==> config.mk <==
export PLATFORM = sky130hd
export DESIGN_NAME = r5s_rail_enable
export DESIGN_NICKNAME = d
export VERILOG_FILES = /design/src/core/r5s_pkg.sv /design/src/core/r5s_rail_enable.sv /design/src/core/r5s_axil_slave.sv /design/src/core/r5s_edge_delay.sv
export SDC_FILE = /design/constraint.sdc
export NUM_CORES = 1
export LEC_CHECK = 0
export ABC_AREA = 1
export BUFFER_PORTS_ARGS = -buffer_cell sky130_fd_sc_hd__buf_2
export CELL_PAD_IN_SITES_DETAIL_PLACEMENT = 1
export CELL_PAD_IN_SITES_GLOBAL_PLACEMENT = 1
export CORE_MARGIN = 2
export CORE_UTILIZATION = 44
export CTS_CLUSTER_DIAMETER = 40
export DETAILED_ROUTE_END_ITERATION = 12
export PLACE_DENSITY_LB_ADDON = 0.1
export SETUP_SLACK_MARGIN = 0.15
export SLEW_MARGIN = 20
export SYNTH_ARGS = -nofsm -noshare
export SYNTH_HDL_FRONTEND = slang
export SYNTH_HIERARCHICAL = 1
export SYNTH_SLANG_ARGS = --single-unit
==> constraint.sdc <==
create_clock -name aclk -period 4.9 [get_ports aclk]
set_input_delay 0.98 -clock aclk [delete_from_list [all_inputs] [get_ports aclk]]
set_output_delay 0.98 -clock aclk [all_outputs]
set_load 0.02 [all_outputs]
==> src/core/r5s_pkg.sv <==
package r5s_pkg;

    // ======================================================
    // register map: printed offsets are indices, byte address = 4 * index
    localparam int         ADDR_W       = 8;
    localparam logic [5:0] IDX_MASK_A   = 6'h13;
    localparam logic [5:0] IDX_SEL_B    = 6'h14;
    localparam logic [5:0] IDX_DELAYS   = 6'h15;
    localparam logic [5:0] IDX_STATUS   = 6'h1f;
    localparam logic [7:0] RST_MASK_A   = 8'h00;
    localparam logic [7:0] RST_SEL_B    = 8'h00;
    localparam logic [7:0] RST_DELAYS   = 8'h00;

    // ======================================================
    // field positions
    localparam int MSK_LDO3     = 7;
    localparam int MSK_LDO2     = 6;
    localparam int MSK_SW_A1    = 5;
    localparam int MSK_RAIL6    = 4;
    localparam int MSK_RAIL4    = 3;
    localparam int MSK_RAIL3    = 2;
    localparam int MSK_RAIL2    = 1;
    localparam int MSK_RAIL1    = 0;
    localparam int MSK_SW_B2A1  = 1;
    localparam int MSK_SW_B1    = 0;
    localparam int SEL_LSB      = 2;
    localparam int RISE_LSB     = 0;
    localparam int FALL_LSB     = 3;
    // power_good vector: [7:0] line up with mask_a, [9:8] with sel_b[1:0]
    localparam int PG_B_LSB     = 8;
    localparam int ST_ENABLE    = 0;
    localparam int ST_COND      = 1;
    localparam int ST_BUSY      = 2;

    // ======================================================
    // enable sources
    typedef enum logic [2:0] {
        SRC_PIN1  = 3'h0,
        SRC_PIN2  = 3'h1,
        SRC_PIN5  = 3'h2,
        SRC_PIN4  = 3'h3,
        SRC_PIN3  = 3'h4,
        SRC_PIN34 = 3'h5,
        SRC_PIN6  = 3'h6,
        SRC_ONE   = 3'h7
    } r5s_src_t;

    // ======================================================
    // timing
    localparam int CLK_PERIOD_NS = 8;
    localparam int NS_PER_MS     = 1000000;
    localparam int CYC_PER_MS    = NS_PER_MS / CLK_PERIOD_NS;
    localparam logic [6:0] DLY_MS_1 = 7'h02;
    localparam logic [6:0] DLY_MS_2 = 7'h04;
    localparam logic [6:0] DLY_MS_3 = 7'h08;
    localparam logic [6:0] DLY_MS_4 = 7'h10;
    localparam logic [6:0] DLY_MS_5 = 7'h18;
    localparam logic [6:0] DLY_MS_7 = 7'h40;

    localparam logic [1:0] RESP_OKAY   = 2'h0;
    localparam logic [1:0] RESP_SLVERR = 2'h2;

    function automatic logic [6:0] delay_ms(input logic [2:0] code,
                                            input logic [6:0] rsvd_ms);
        case (code)
            3'h0:    delay_ms = 7'h00;
            3'h1:    delay_ms = DLY_MS_1;
            3'h2:    delay_ms = DLY_MS_2;
            3'h3:    delay_ms = DLY_MS_3;
            3'h4:    delay_ms = DLY_MS_4;
            3'h5:    delay_ms = DLY_MS_5;
            3'h6:    delay_ms = rsvd_ms;
            default: delay_ms = DLY_MS_7;
        endcase
    endfunction

    function automatic logic reg_hit(input logic [ADDR_W-1:0] addr);
        logic [5:0] idx;
        idx = addr[7:2];
        reg_hit = (addr[1:0] == 2'h0) && (idx == IDX_MASK_A || idx == IDX_SEL_B ||
                  idx == IDX_DELAYS || idx == IDX_STATUS);
    endfunction

endpackage

==> src/core/r5s_rail_enable.sv <==
// Summary of operation
// - mask bit 7 drops aux LDO three good
// - mask bit 6 drops aux LDO two good
// - mask bit 5 drops switch A one good
// - mask bit 4 drops rail six good
// - mask bit 3 drops rail four good
// - mask bit 2 drops rail three good
// - mask bit 1 drops rail two good
// - mask bit 0 drops rail one good
// - second mask bit 1 drops B-two/aux-one good
// - second mask bit 0 drops switch B one
// - source select field picks control pin
// - code 111 forces source high
// - rise delay code sets rising edge delay
// - fall delay code sets falling delay
// - delays may vary ten percent
`timescale 1ns/1ps
module r5s_rail_enable #(
    parameter int CYC_PER_MS    = r5s_pkg::CYC_PER_MS,
    parameter int RSVD_DELAY_MS = 0
) (
    // clock and reset
    input  wire logic                        aclk,
    input  wire logic                        aresetn,
    input  wire logic                        ce,
    // axi4-lite
    input  wire logic [r5s_pkg::ADDR_W-1:0]  s_axi_awaddr,
    input  wire logic                        s_axi_awvalid,
    output logic                             s_axi_awready,
    input  wire logic [31:0]                 s_axi_wdata,
    input  wire logic [3:0]                  s_axi_wstrb,
    input  wire logic                        s_axi_wvalid,
    output logic                             s_axi_wready,
    output logic [1:0]                       s_axi_bresp,
    output logic                             s_axi_bvalid,
    input  wire logic                        s_axi_bready,
    input  wire logic [r5s_pkg::ADDR_W-1:0]  s_axi_araddr,
    input  wire logic                        s_axi_arvalid,
    output logic                             s_axi_arready,
    output logic [31:0]                      s_axi_rdata,
    output logic [1:0]                       s_axi_rresp,
    output logic                             s_axi_rvalid,
    input  wire logic                        s_axi_rready,
    // pins
    input  wire logic [5:0]                  control_pin,
    input  wire logic [9:0]                  power_good,
    output logic                             rail_enable
);
    import r5s_pkg::*;

    // ======================================================
    // state
    typedef struct packed {
        logic [5:0] pin_m;
        logic [5:0] pin_s;
        logic [9:0] pg_m;
        logic [9:0] pg_s;
        logic [7:0] mask_a;
        logic [7:0] sel_b;
        logic [7:0] delays;
        logic       cond;
    } r5s_top_t;

    r5s_top_t          s_q;
    r5s_top_t          s_d;
    logic              wr_fire;
    logic [ADDR_W-1:0] wr_addr;
    logic [7:0]        wr_byte;
    logic [31:0]       rd_data;
    logic              src_level;
    logic              pg_ok;
    logic              dly_busy;

    // ======================================================
    // source multiplexer
    // pair code needs both pins high; code 111 needs no pin at all
    function automatic logic src_pick(input logic [2:0] sel, input logic [5:0] pin);
        unique case (r5s_src_t'(sel))
            SRC_PIN1:  src_pick = pin[0];
            SRC_PIN2:  src_pick = pin[1];
            SRC_PIN5:  src_pick = pin[4];
            SRC_PIN4:  src_pick = pin[3];
            SRC_PIN3:  src_pick = pin[2];
            SRC_PIN34: src_pick = pin[2] & pin[3];
            SRC_PIN6:  src_pick = pin[5];
            SRC_ONE:   src_pick = 1'b1;
        endcase
    endfunction

    always_comb begin
        src_level = src_pick(s_q.sel_b[SEL_LSB +: 3], s_q.pin_s);
        pg_ok = (s_q.pg_s[MSK_LDO3]  | s_q.mask_a[MSK_LDO3])
              & (s_q.pg_s[MSK_LDO2]  | s_q.mask_a[MSK_LDO2])
              & (s_q.pg_s[MSK_SW_A1] | s_q.mask_a[MSK_SW_A1])
              & (s_q.pg_s[MSK_RAIL6] | s_q.mask_a[MSK_RAIL6])
              & (s_q.pg_s[MSK_RAIL4] | s_q.mask_a[MSK_RAIL4])
              & (s_q.pg_s[MSK_RAIL3] | s_q.mask_a[MSK_RAIL3])
              & (s_q.pg_s[MSK_RAIL2] | s_q.mask_a[MSK_RAIL2])
              & (s_q.pg_s[MSK_RAIL1] | s_q.mask_a[MSK_RAIL1])
              & (s_q.pg_s[PG_B_LSB + MSK_SW_B2A1] | s_q.sel_b[MSK_SW_B2A1])
              & (s_q.pg_s[PG_B_LSB + MSK_SW_B1] | s_q.sel_b[MSK_SW_B1]);
    end

    // ======================================================
    // register read
    always_comb begin
        rd_data = 32'h00000000;
        case (s_axi_araddr[7:2])
            IDX_MASK_A: rd_data[7:0] = s_q.mask_a;
            IDX_SEL_B:  rd_data[7:0] = s_q.sel_b;
            IDX_DELAYS: rd_data[7:0] = s_q.delays;
            IDX_STATUS: begin
                rd_data[ST_ENABLE] = rail_enable;
                rd_data[ST_COND]   = s_q.cond;
                rd_data[ST_BUSY]   = dly_busy;
            end
            default:    rd_data = 32'h00000000;
        endcase
        if (s_axi_araddr[1:0] != 2'h0) begin
            rd_data = 32'h00000000;
        end
    end

    // ======================================================
    // next state
    always_comb begin
        s_d = s_q;
        // pins and goods come from other domains: two flops before use
        s_d.pin_m = control_pin;
        s_d.pin_s = s_q.pin_m;
        s_d.pg_m  = power_good;
        s_d.pg_s  = s_q.pg_m;
        s_d.cond  = src_level & pg_ok;
        if (wr_fire && wr_addr[1:0] == 2'h0) begin
            case (wr_addr[7:2])
                IDX_MASK_A: s_d.mask_a = wr_byte;
                IDX_SEL_B:  s_d.sel_b  = wr_byte;
                IDX_DELAYS: s_d.delays = wr_byte;
                default:    s_d.mask_a = s_q.mask_a;
            endcase
        end
    end

    always_ff @(posedge aclk) begin
        if (!aresetn) begin
            s_q        <= '0;
            s_q.mask_a <= RST_MASK_A;
            s_q.sel_b  <= RST_SEL_B;
            s_q.delays <= RST_DELAYS;
        end else if (ce) begin
            s_q <= s_d;
        end
    end

    // ======================================================
    // bus slave and edge timer
    r5s_axil_slave u_bus (
        .aclk          (aclk),
        .aresetn       (aresetn),
        .ce            (ce),
        .s_axi_awaddr  (s_axi_awaddr),
        .s_axi_awvalid (s_axi_awvalid),
        .s_axi_awready (s_axi_awready),
        .s_axi_wdata   (s_axi_wdata),
        .s_axi_wstrb   (s_axi_wstrb),
        .s_axi_wvalid  (s_axi_wvalid),
        .s_axi_wready  (s_axi_wready),
        .s_axi_bresp   (s_axi_bresp),
        .s_axi_bvalid  (s_axi_bvalid),
        .s_axi_bready  (s_axi_bready),
        .s_axi_araddr  (s_axi_araddr),
        .s_axi_arvalid (s_axi_arvalid),
        .s_axi_arready (s_axi_arready),
        .s_axi_rdata   (s_axi_rdata),
        .s_axi_rresp   (s_axi_rresp),
        .s_axi_rvalid  (s_axi_rvalid),
        .s_axi_rready  (s_axi_rready),
        .wr_fire       (wr_fire),
        .wr_addr       (wr_addr),
        .wr_byte       (wr_byte),
        .rd_data       (rd_data)
    );

    // delays are exact counts, well inside the allowed spread
    r5s_edge_delay #(
        .CYC_PER_MS    (CYC_PER_MS),
        .RSVD_DELAY_MS (RSVD_DELAY_MS)
    ) u_dly (
        .aclk      (aclk),
        .aresetn   (aresetn),
        .ce        (ce),
        .level_in  (s_q.cond),
        .rise_code (s_q.delays[RISE_LSB +: 3]),
        .fall_code (s_q.delays[FALL_LSB +: 3]),
        .level_out (rail_enable),
        .busy      (dly_busy)
    );
endmodule

==> src/core/r5s_axil_slave.sv <==
`timescale 1ns/1ps
module r5s_axil_slave (
    // clock and reset
    input  wire logic                        aclk,
    input  wire logic                        aresetn,
    input  wire logic                        ce,
    // axi4-lite
    input  wire logic [r5s_pkg::ADDR_W-1:0]  s_axi_awaddr,
    input  wire logic                        s_axi_awvalid,
    output logic                             s_axi_awready,
    input  wire logic [31:0]                 s_axi_wdata,
    input  wire logic [3:0]                  s_axi_wstrb,
    input  wire logic                        s_axi_wvalid,
    output logic                             s_axi_wready,
    output logic [1:0]                       s_axi_bresp,
    output logic                             s_axi_bvalid,
    input  wire logic                        s_axi_bready,
    input  wire logic [r5s_pkg::ADDR_W-1:0]  s_axi_araddr,
    input  wire logic                        s_axi_arvalid,
    output logic                             s_axi_arready,
    output logic [31:0]                      s_axi_rdata,
    output logic [1:0]                       s_axi_rresp,
    output logic                             s_axi_rvalid,
    input  wire logic                        s_axi_rready,
    // register side
    output logic                             wr_fire,
    output logic [r5s_pkg::ADDR_W-1:0]       wr_addr,
    output logic [7:0]                       wr_byte,
    input  wire logic [31:0]                 rd_data
);
    import r5s_pkg::*;

    typedef struct packed {
        logic              aw_have;
        logic              w_have;
        logic [ADDR_W-1:0] awaddr;
        logic [7:0]        wbyte;
        logic              wlane;
        logic              awready;
        logic              wready;
        logic              bvalid;
        logic [1:0]        bresp;
        logic              arready;
        logic              rvalid;
        logic [31:0]       rdata;
        logic [1:0]        rresp;
    } r5s_bus_t;

    r5s_bus_t s_q;
    r5s_bus_t s_d;
    logic     fire;

    // write lands in the same edge that raises bvalid, so a read after bvalid sees it
    assign fire    = ce && s_q.aw_have && s_q.w_have && !s_q.bvalid;
    // lane 0 off still answers, but leaves the register alone
    assign wr_fire = fire && s_q.wlane;
    assign wr_addr = s_q.awaddr;
    assign wr_byte = s_q.wbyte;

    always_comb begin
        s_d = s_q;
        if (s_axi_awvalid && s_q.awready) begin
            s_d.aw_have = 1'b1;
            s_d.awaddr  = s_axi_awaddr;
        end
        if (s_axi_wvalid && s_q.wready) begin
            s_d.w_have = 1'b1;
            s_d.wbyte  = s_axi_wdata[7:0];
            s_d.wlane  = s_axi_wstrb[0];
        end
        if (fire) begin
            s_d.bvalid  = 1'b1;
            s_d.bresp   = reg_hit(s_q.awaddr) ? RESP_OKAY : RESP_SLVERR;
            s_d.aw_have = 1'b0;
            s_d.w_have  = 1'b0;
        end
        if (s_q.bvalid && s_axi_bready) begin
            s_d.bvalid = 1'b0;
        end
        s_d.awready = !s_d.aw_have && !s_d.bvalid;
        s_d.wready  = !s_d.w_have && !s_d.bvalid;
        if (s_axi_arvalid && s_q.arready) begin
            s_d.rvalid = 1'b1;
            s_d.rdata  = rd_data;
            s_d.rresp  = reg_hit(s_axi_araddr) ? RESP_OKAY : RESP_SLVERR;
        end
        if (s_q.rvalid && s_axi_rready) begin
            s_d.rvalid = 1'b0;
        end
        s_d.arready = !s_d.rvalid;
    end

    always_ff @(posedge aclk) begin
        if (!aresetn) begin
            s_q <= '0;
        end else if (ce) begin
            s_q <= s_d;
        end
    end

    assign s_axi_awready = s_q.awready;
    assign s_axi_wready  = s_q.wready;
    assign s_axi_bvalid  = s_q.bvalid;
    assign s_axi_bresp   = s_q.bresp;
    assign s_axi_arready = s_q.arready;
    assign s_axi_rvalid  = s_q.rvalid;
    assign s_axi_rdata   = s_q.rdata;
    assign s_axi_rresp   = s_q.rresp;

endmodule

==> src/core/r5s_edge_delay.sv <==
`timescale 1ns/1ps
module r5s_edge_delay #(
    parameter int CYC_PER_MS    = r5s_pkg::CYC_PER_MS,
    parameter int RSVD_DELAY_MS = 0
) (
    // clock and reset
    input  wire logic        aclk,
    input  wire logic        aresetn,
    input  wire logic        ce,
    // level and timing codes
    input  wire logic        level_in,
    input  wire logic [2:0]  rise_code,
    input  wire logic [2:0]  fall_code,
    output logic             level_out,
    output logic             busy
);
    import r5s_pkg::*;

    if (CYC_PER_MS < 1 || CYC_PER_MS > 1048575) begin : g_bad_rate
        $error("r5s_edge_delay: CYC_PER_MS out of range");
    end
    if (RSVD_DELAY_MS < 0 || RSVD_DELAY_MS > 127) begin : g_bad_rsvd
        $error("r5s_edge_delay: RSVD_DELAY_MS out of range");
    end

    typedef struct packed {
        logic        out;
        logic [19:0] pre;
        logic [6:0]  ms;
    } r5s_dly_t;

    r5s_dly_t   s_q;
    r5s_dly_t   s_d;
    logic [6:0] target;

    always_comb begin
        s_d = s_q;
        // target follows the direction being waited for
        target = level_in ? delay_ms(rise_code, 7'(RSVD_DELAY_MS))
                          : delay_ms(fall_code, 7'(RSVD_DELAY_MS));
        if (level_in == s_q.out) begin
            // a glitch shorter than the delay restarts the wait
            s_d.pre = 20'h00000;
            s_d.ms  = 7'h00;
        end else if (target == 7'h00) begin
            s_d.out = level_in;
        end else if (s_q.pre == 20'(CYC_PER_MS - 1)) begin
            s_d.pre = 20'h00000;
            if (s_q.ms + 7'h01 >= target) begin
                s_d.out = level_in;
                s_d.ms  = 7'h00;
            end else begin
                s_d.ms = s_q.ms + 7'h01;
            end
        end else begin
            s_d.pre = s_q.pre + 20'h00001;
        end
    end

    always_ff @(posedge aclk) begin
        if (!aresetn) begin
            s_q <= '0;
        end else if (ce) begin
            s_q <= s_d;
        end
    end

    assign level_out = s_q.out;
    assign busy      = level_in != s_q.out;

endmodule

**Word-level counts from Yosys, hierarchy flattened**

Cells that the tools add are included.
Widths: inputs -> output; s select.

- $add $sub $neg: 2
- $lt $le $gt $ge: 1
- Eq/ne operators: 31
- Multiplexer cells: 24
- Bitwise gates (word level): 22
- Reduce and logical (&&, ||, !) cells: 47

Operator list:

| kind | count |
|---|---|
| $pmux 7 s6 | 2 |
| $mux 27 | 2 |
| $eq 6x5->1 const B | 8 |
| $mux 35 | 1 |
| $eq 3x3->1 const B | 10 |
| $mux 7 | 3 |
| $add 20x1->20 const B | 1 |
| $eq 20x17->1 const B | 1 |
| $mux 20 | 1 |
| $eq 3x2->1 const B | 6 |
| $pmux 5 s3 | 1 |
| $logic_and 1x1->1 | 14 |
| $pmux 3 s4 | 1 |
| $reduce_and 3->1 | 4 |
| $and 1x1->1 | 11 |
| $or 1x1->1 | 10 |
| $reduce_and 2->1 | 5 |
| $eq 3x1->1 const B | 3 |
| $logic_not 3->1 | 3 |
| $mux 8 | 1 |
| $pmux 1 s8 | 1 |
| $reduce_bool 2->1 | 4 |
| $add 7x1->7 const B | 1 |
| $ge 7x7->1 | 1 |
| 13 further kinds | 32 |

- Register bits: 145
- Word-level logic and storage cells: 151

**Depth between registers and ports, before layout**

- Depth after elaboration: 11
- Gate-level depth with buffers: 17
- Depth with buffers taken out: 17

**Cells and area by module**

Netlist, hierarchy kept.

Modules (own cells, without submodules):

| module | instances | cells each | area an instance (µm²) |
|---|---|---|---|
| r5s_axil_slave | 1 | 339 | 2600.0 |
| r5s_rail_enable | 1 | 391 | 2581.2 |
| r5s_edge_delay | 1 | 340 | 2095.8 |

**Least setup slack after synthesis**

Ideal clock, no wire load.

- Path kind: in2reg
- Start: input port ce
- End: register, netlist name s_q[3]
- Arrival time: 2.091 ns
- Required time: 4.787 ns
- Slack: 2.697 ns
- Cell stages on the path: 9
- Path through: buf_4 -> nand4_1 -> nor2_1 -> nand3_4 -> nor3_4 -> buf_6 -> nand2_1 -> nand2_1 -> nor2_1

RTL lines:

| item | RTL line | RTL |
|---|---|---|
| start, declared | r5s_rail_enable.sv:25 | `input wire logic ce,` |

==> results.txt <==
Status = completed
PostCTS Resize Cnt = 0
Setup TNS = 0 ns
CP max stage cell = dfxtp_1
Worst clock skew = 0.0149 ns
# hold bufs at CTS = 0
Worst-Margin Slew = 0.673 ns
Post-synthesis average cell area = 6.80 sq um
Cell variety after synth = 40
RR Startpoint = s_q[0]$_SDFFE_PN0P_
Relative slew slack = 55.0%
Die X = 133 microns
WL per Instance = 13.1 microns
Final Slew Violations = 0
Vias in the first global route = 6427
RSZ-0062 raised after global routing = false
Worst path cell trace = inv_2, nand3_1, o21ai_1, nor2_1, nand4_2, nand2_2, inv_2, nand3_1, a21oi_1
Multi-input gate area = 3450 sq um
Filler-free cell count of the finished design = 1346
Post-CTS Setup Repair Bufs = 0
Final ANT Viol Nets = 0
NetSw = 710 uW
DRT iter0 DRCs = 336
Worst skew pair latency = 0.43 ns
CP max stage delay = 0.50 ns
Routed vias = 6462
H-tree levels = 4
Setup violators final = 0
Post-DP HPWL = 12100 microns
Placement Cell Area = 7490 sq um
Proportion of layout cells with a drive suffix above 1 = 14.5%
Hold endpoint = u_bus/wr_byte[6]$_SDFFE_PN0P_
Post-Syn Instances = 1070
Synthesis Warnings = 6
CTS tree = yes
Reg power frac = 43.8%
Max-cap viol count = 0
Final Cycle Share = 48.6%
Hold depth = 2
#FFs+latches synth = 143
Power Internal = 2100 uW
Min-delay worst type = flip-flop to flip-flop
Combinational share of power = 7.8%
R2R depth = 9
Register area = 2860 sq um
Initial core utilization = 44.5%
Reg clk slew, reported paths = 0.06 ns
Ports = 118
Die Y = 133 microns
Critical path peak fanout = 20
Nets = 1196
Switching power share of the total = 25.2%
Fillcell total = 2241
Hold Crit Start = u_bus/wr_byte[6]$_SDFFE_PN0P_
Largest net degree at the start of global routing = 67
# rows = 47
Routed WL = 17600 microns
Num Clock Sinks = 143
Arrival time worst endpoint = 2.65 ns
Synthesized area = 7280 sq um
Dpl cells = 1314
First-pass GRT wire length = 30500 microns
Required time worst endpoint = 5.17 ns
Kind of critical path = flip-flop to flip-flop
Vias per std cell = 4.80
Worst reg2reg endpoint = u_dly/s_q[2]$_SDFFE_PN0P_
Die area = 17600 sq um
P&R area growth vs syn = 11.4%
CTS buffer count = 17
FMAX = 420 MHz
P_leak = 0.00359 uW
Max Root-Sink Buffers = 2
Drt pass-1 iters = 5
CP startpoint kind = flip-flop
RePlAce Congestion = 0.808
Count of final hold-check violations = 0
Maximum VDD drop = 0.255 mV
Tmin final = 2.38 ns
Clock share of power = 48.4%
Root Driver = clkbuf_16
Setup slack, reg-to-reg = 2.52 ns
Sequential area share after synthesis = 39.3%
Pwr dens = 347 nW/um^2
Total gr overflow = 0
Initial antenna violation count = 0
Core area = 16300 sq um
Drc violations = 0
GRT Total Usage = 21.1%
Ant diodes = 0
Crit end category = flip-flop
IO buf count = 88
Finished Cell Area = 8100 sq um
-- routing by layer --
metal  wire (microns)  global-route usage, %  share of wire [%]
met4              289                   6.15                1.6
met5                0                      0                  0
met3              435                   3.87                2.5
met2             8530                   37.1                 48
met1             8350                   26.2                 47
-- power groups by stage --
stage / registers, uW / logic [uW] / clock network, uW
2_1_floorplan: 1250 / 179 / 0
3_3_place_gp: 1260 / 218 / 0
3_5_place_dp: 1260 / 222 / 0
4_1_cts: 1230 / 223 / 1390
5_1_grt: 1240 / 253 / 1440
6_report: 1230 / 220 / 1360
-- metrics by stage --
stage	power [uW]	util, %	hold slack, ns	worst slack [ns]
after floorplan	1430	-	0.423	2.70
after global placement	1470	45.8	0.433	2.25
after detailed placement	1480	45.8	0.439	2.25
after CTS	2850	49.6	0.450	2.52
after global routing	2930	49.6	0.469	2.27
final	2810	49.6	0.448	2.52
-- kinds of logic (layout without fill, tap and decap cells) --
family / after synthesis / in the layout / synth area share, %
simple gates: 532 / 532 / 31.1
fa+ha+maj: 7 / 7 / 1.20
flops: 143 / 143 / 39.3
other cells: 2 / 26 / 0.103
buf+inv: 206 / 238 / 14.5
xor+xnor: 14 / 14 / 1.79
compound gates: 166 / 166 / 11.9
-- flip-flops by register name, summed over array words and instances, names as in the netlist --
name,flops
s_q,41
u_bus/s_axi_rdata,32
u_dly/s_q,27
s_d,16
u_bus/wr_addr,8
u_bus/wr_byte,8
u_bus/s_q,3
u_bus/s_axi_arready,1
u_bus/s_axi_awready,1
u_bus/s_axi_bresp,1
u_bus/s_axi_bvalid,1
u_bus/s_axi_rresp,1
u_bus/s_axi_rvalid,1
u_bus/s_axi_wready,1
u_dly/level_out,1
-- cell type report --
type,count,area share (%)
tap,220,3.40
multi-input combinational,745,42.5
timing repair buffer,92,5.84
inverter,114,5.31
sequential,143,35.3
clock buffer,19,5.47
clock inverter,13,2.15
-- worst max-delay path, delay by kind of cell (launching register included) --
family	cells	cell delay [ns]
simple gates	5	1.12
flops	1	0.50
buf+inv	2	0.41
compound gates	2	0.19
-- how the worst max path moves through the flow --
stage                        start                                  to  slack, ns  depth (start not counted)
2_1_floorplan                   ce                 s_q[3]$_SDFFE_PN0P_       2.70                          9
3_3_place_gp                    ce   u_bus/s_axi_rdata[1]$_SDFFE_PN0P_       2.25                          7
3_5_place_dp                    ce  u_bus/s_axi_rdata[20]$_SDFFE_PN0P_       2.25                          7
4_1_cts        s_q[0]$_SDFFE_PN0P_           u_dly/s_q[2]$_SDFFE_PN0P_       2.52                          9
5_1_grt        s_q[0]$_SDFFE_PN0P_           u_dly/s_q[2]$_SDFFE_PN0P_       2.27                          9
6_report       s_q[0]$_SDFFE_PN0P_           u_dly/s_q[2]$_SDFFE_PN0P_       2.52                          9
-- cells in the final DEF, fill, tap and decap left out, types with 3 or more instances in the layout --
cell type,count
clkbuf_16,17
nand3_1,60
bufinv_16,3
ha_1,7
a21oi_1,51
buf_4,5
buf_2,87
o21ai_0,90
inv_6,5
nor2_1,227
a21oi_2,9
o21ai_1,14
inv_1,109
nor3_1,17
nand2_2,11
dfxtp_1,143
nand2_1,189
xor2_1,12
conb_1,26
nand4_1,8
inv_2,4
nor2_2,4
-- Yosys cell counts (all sizes together) --
| master | number | area share (%) |
|---|---|---|
| nand2 | 200 | 11 |
| conb | 2 | 0.10 |
| nor3b | 1 | 0.10 |
| a21oi | 60 | 4.6 |
| clkbuf | 18 | 0.93 |
| o21bai | 1 | 0.10 |
| ha | 7 | 1.2 |
| nand3 | 63 | 4.6 |
| xor2 | 13 | 1.7 |
| xnor2 | 1 | 0.12 |
| nand3b | 2 | 0.21 |
| nor2 | 233 | 12 |
| nand4 | 9 | 0.86 |
| nor4 | 1 | 0.086 |
| o21ai | 104 | 7.2 |
| nor3 | 20 | 1.8 |
| buf | 74 | 7.7 |
| or2 | 3 | 0.26 |
| dfxtp | 143 | 39 |
| inv | 114 | 5.9 |
| o22ai | 1 | 0.086 |
(Power assumes the default switching activity.)
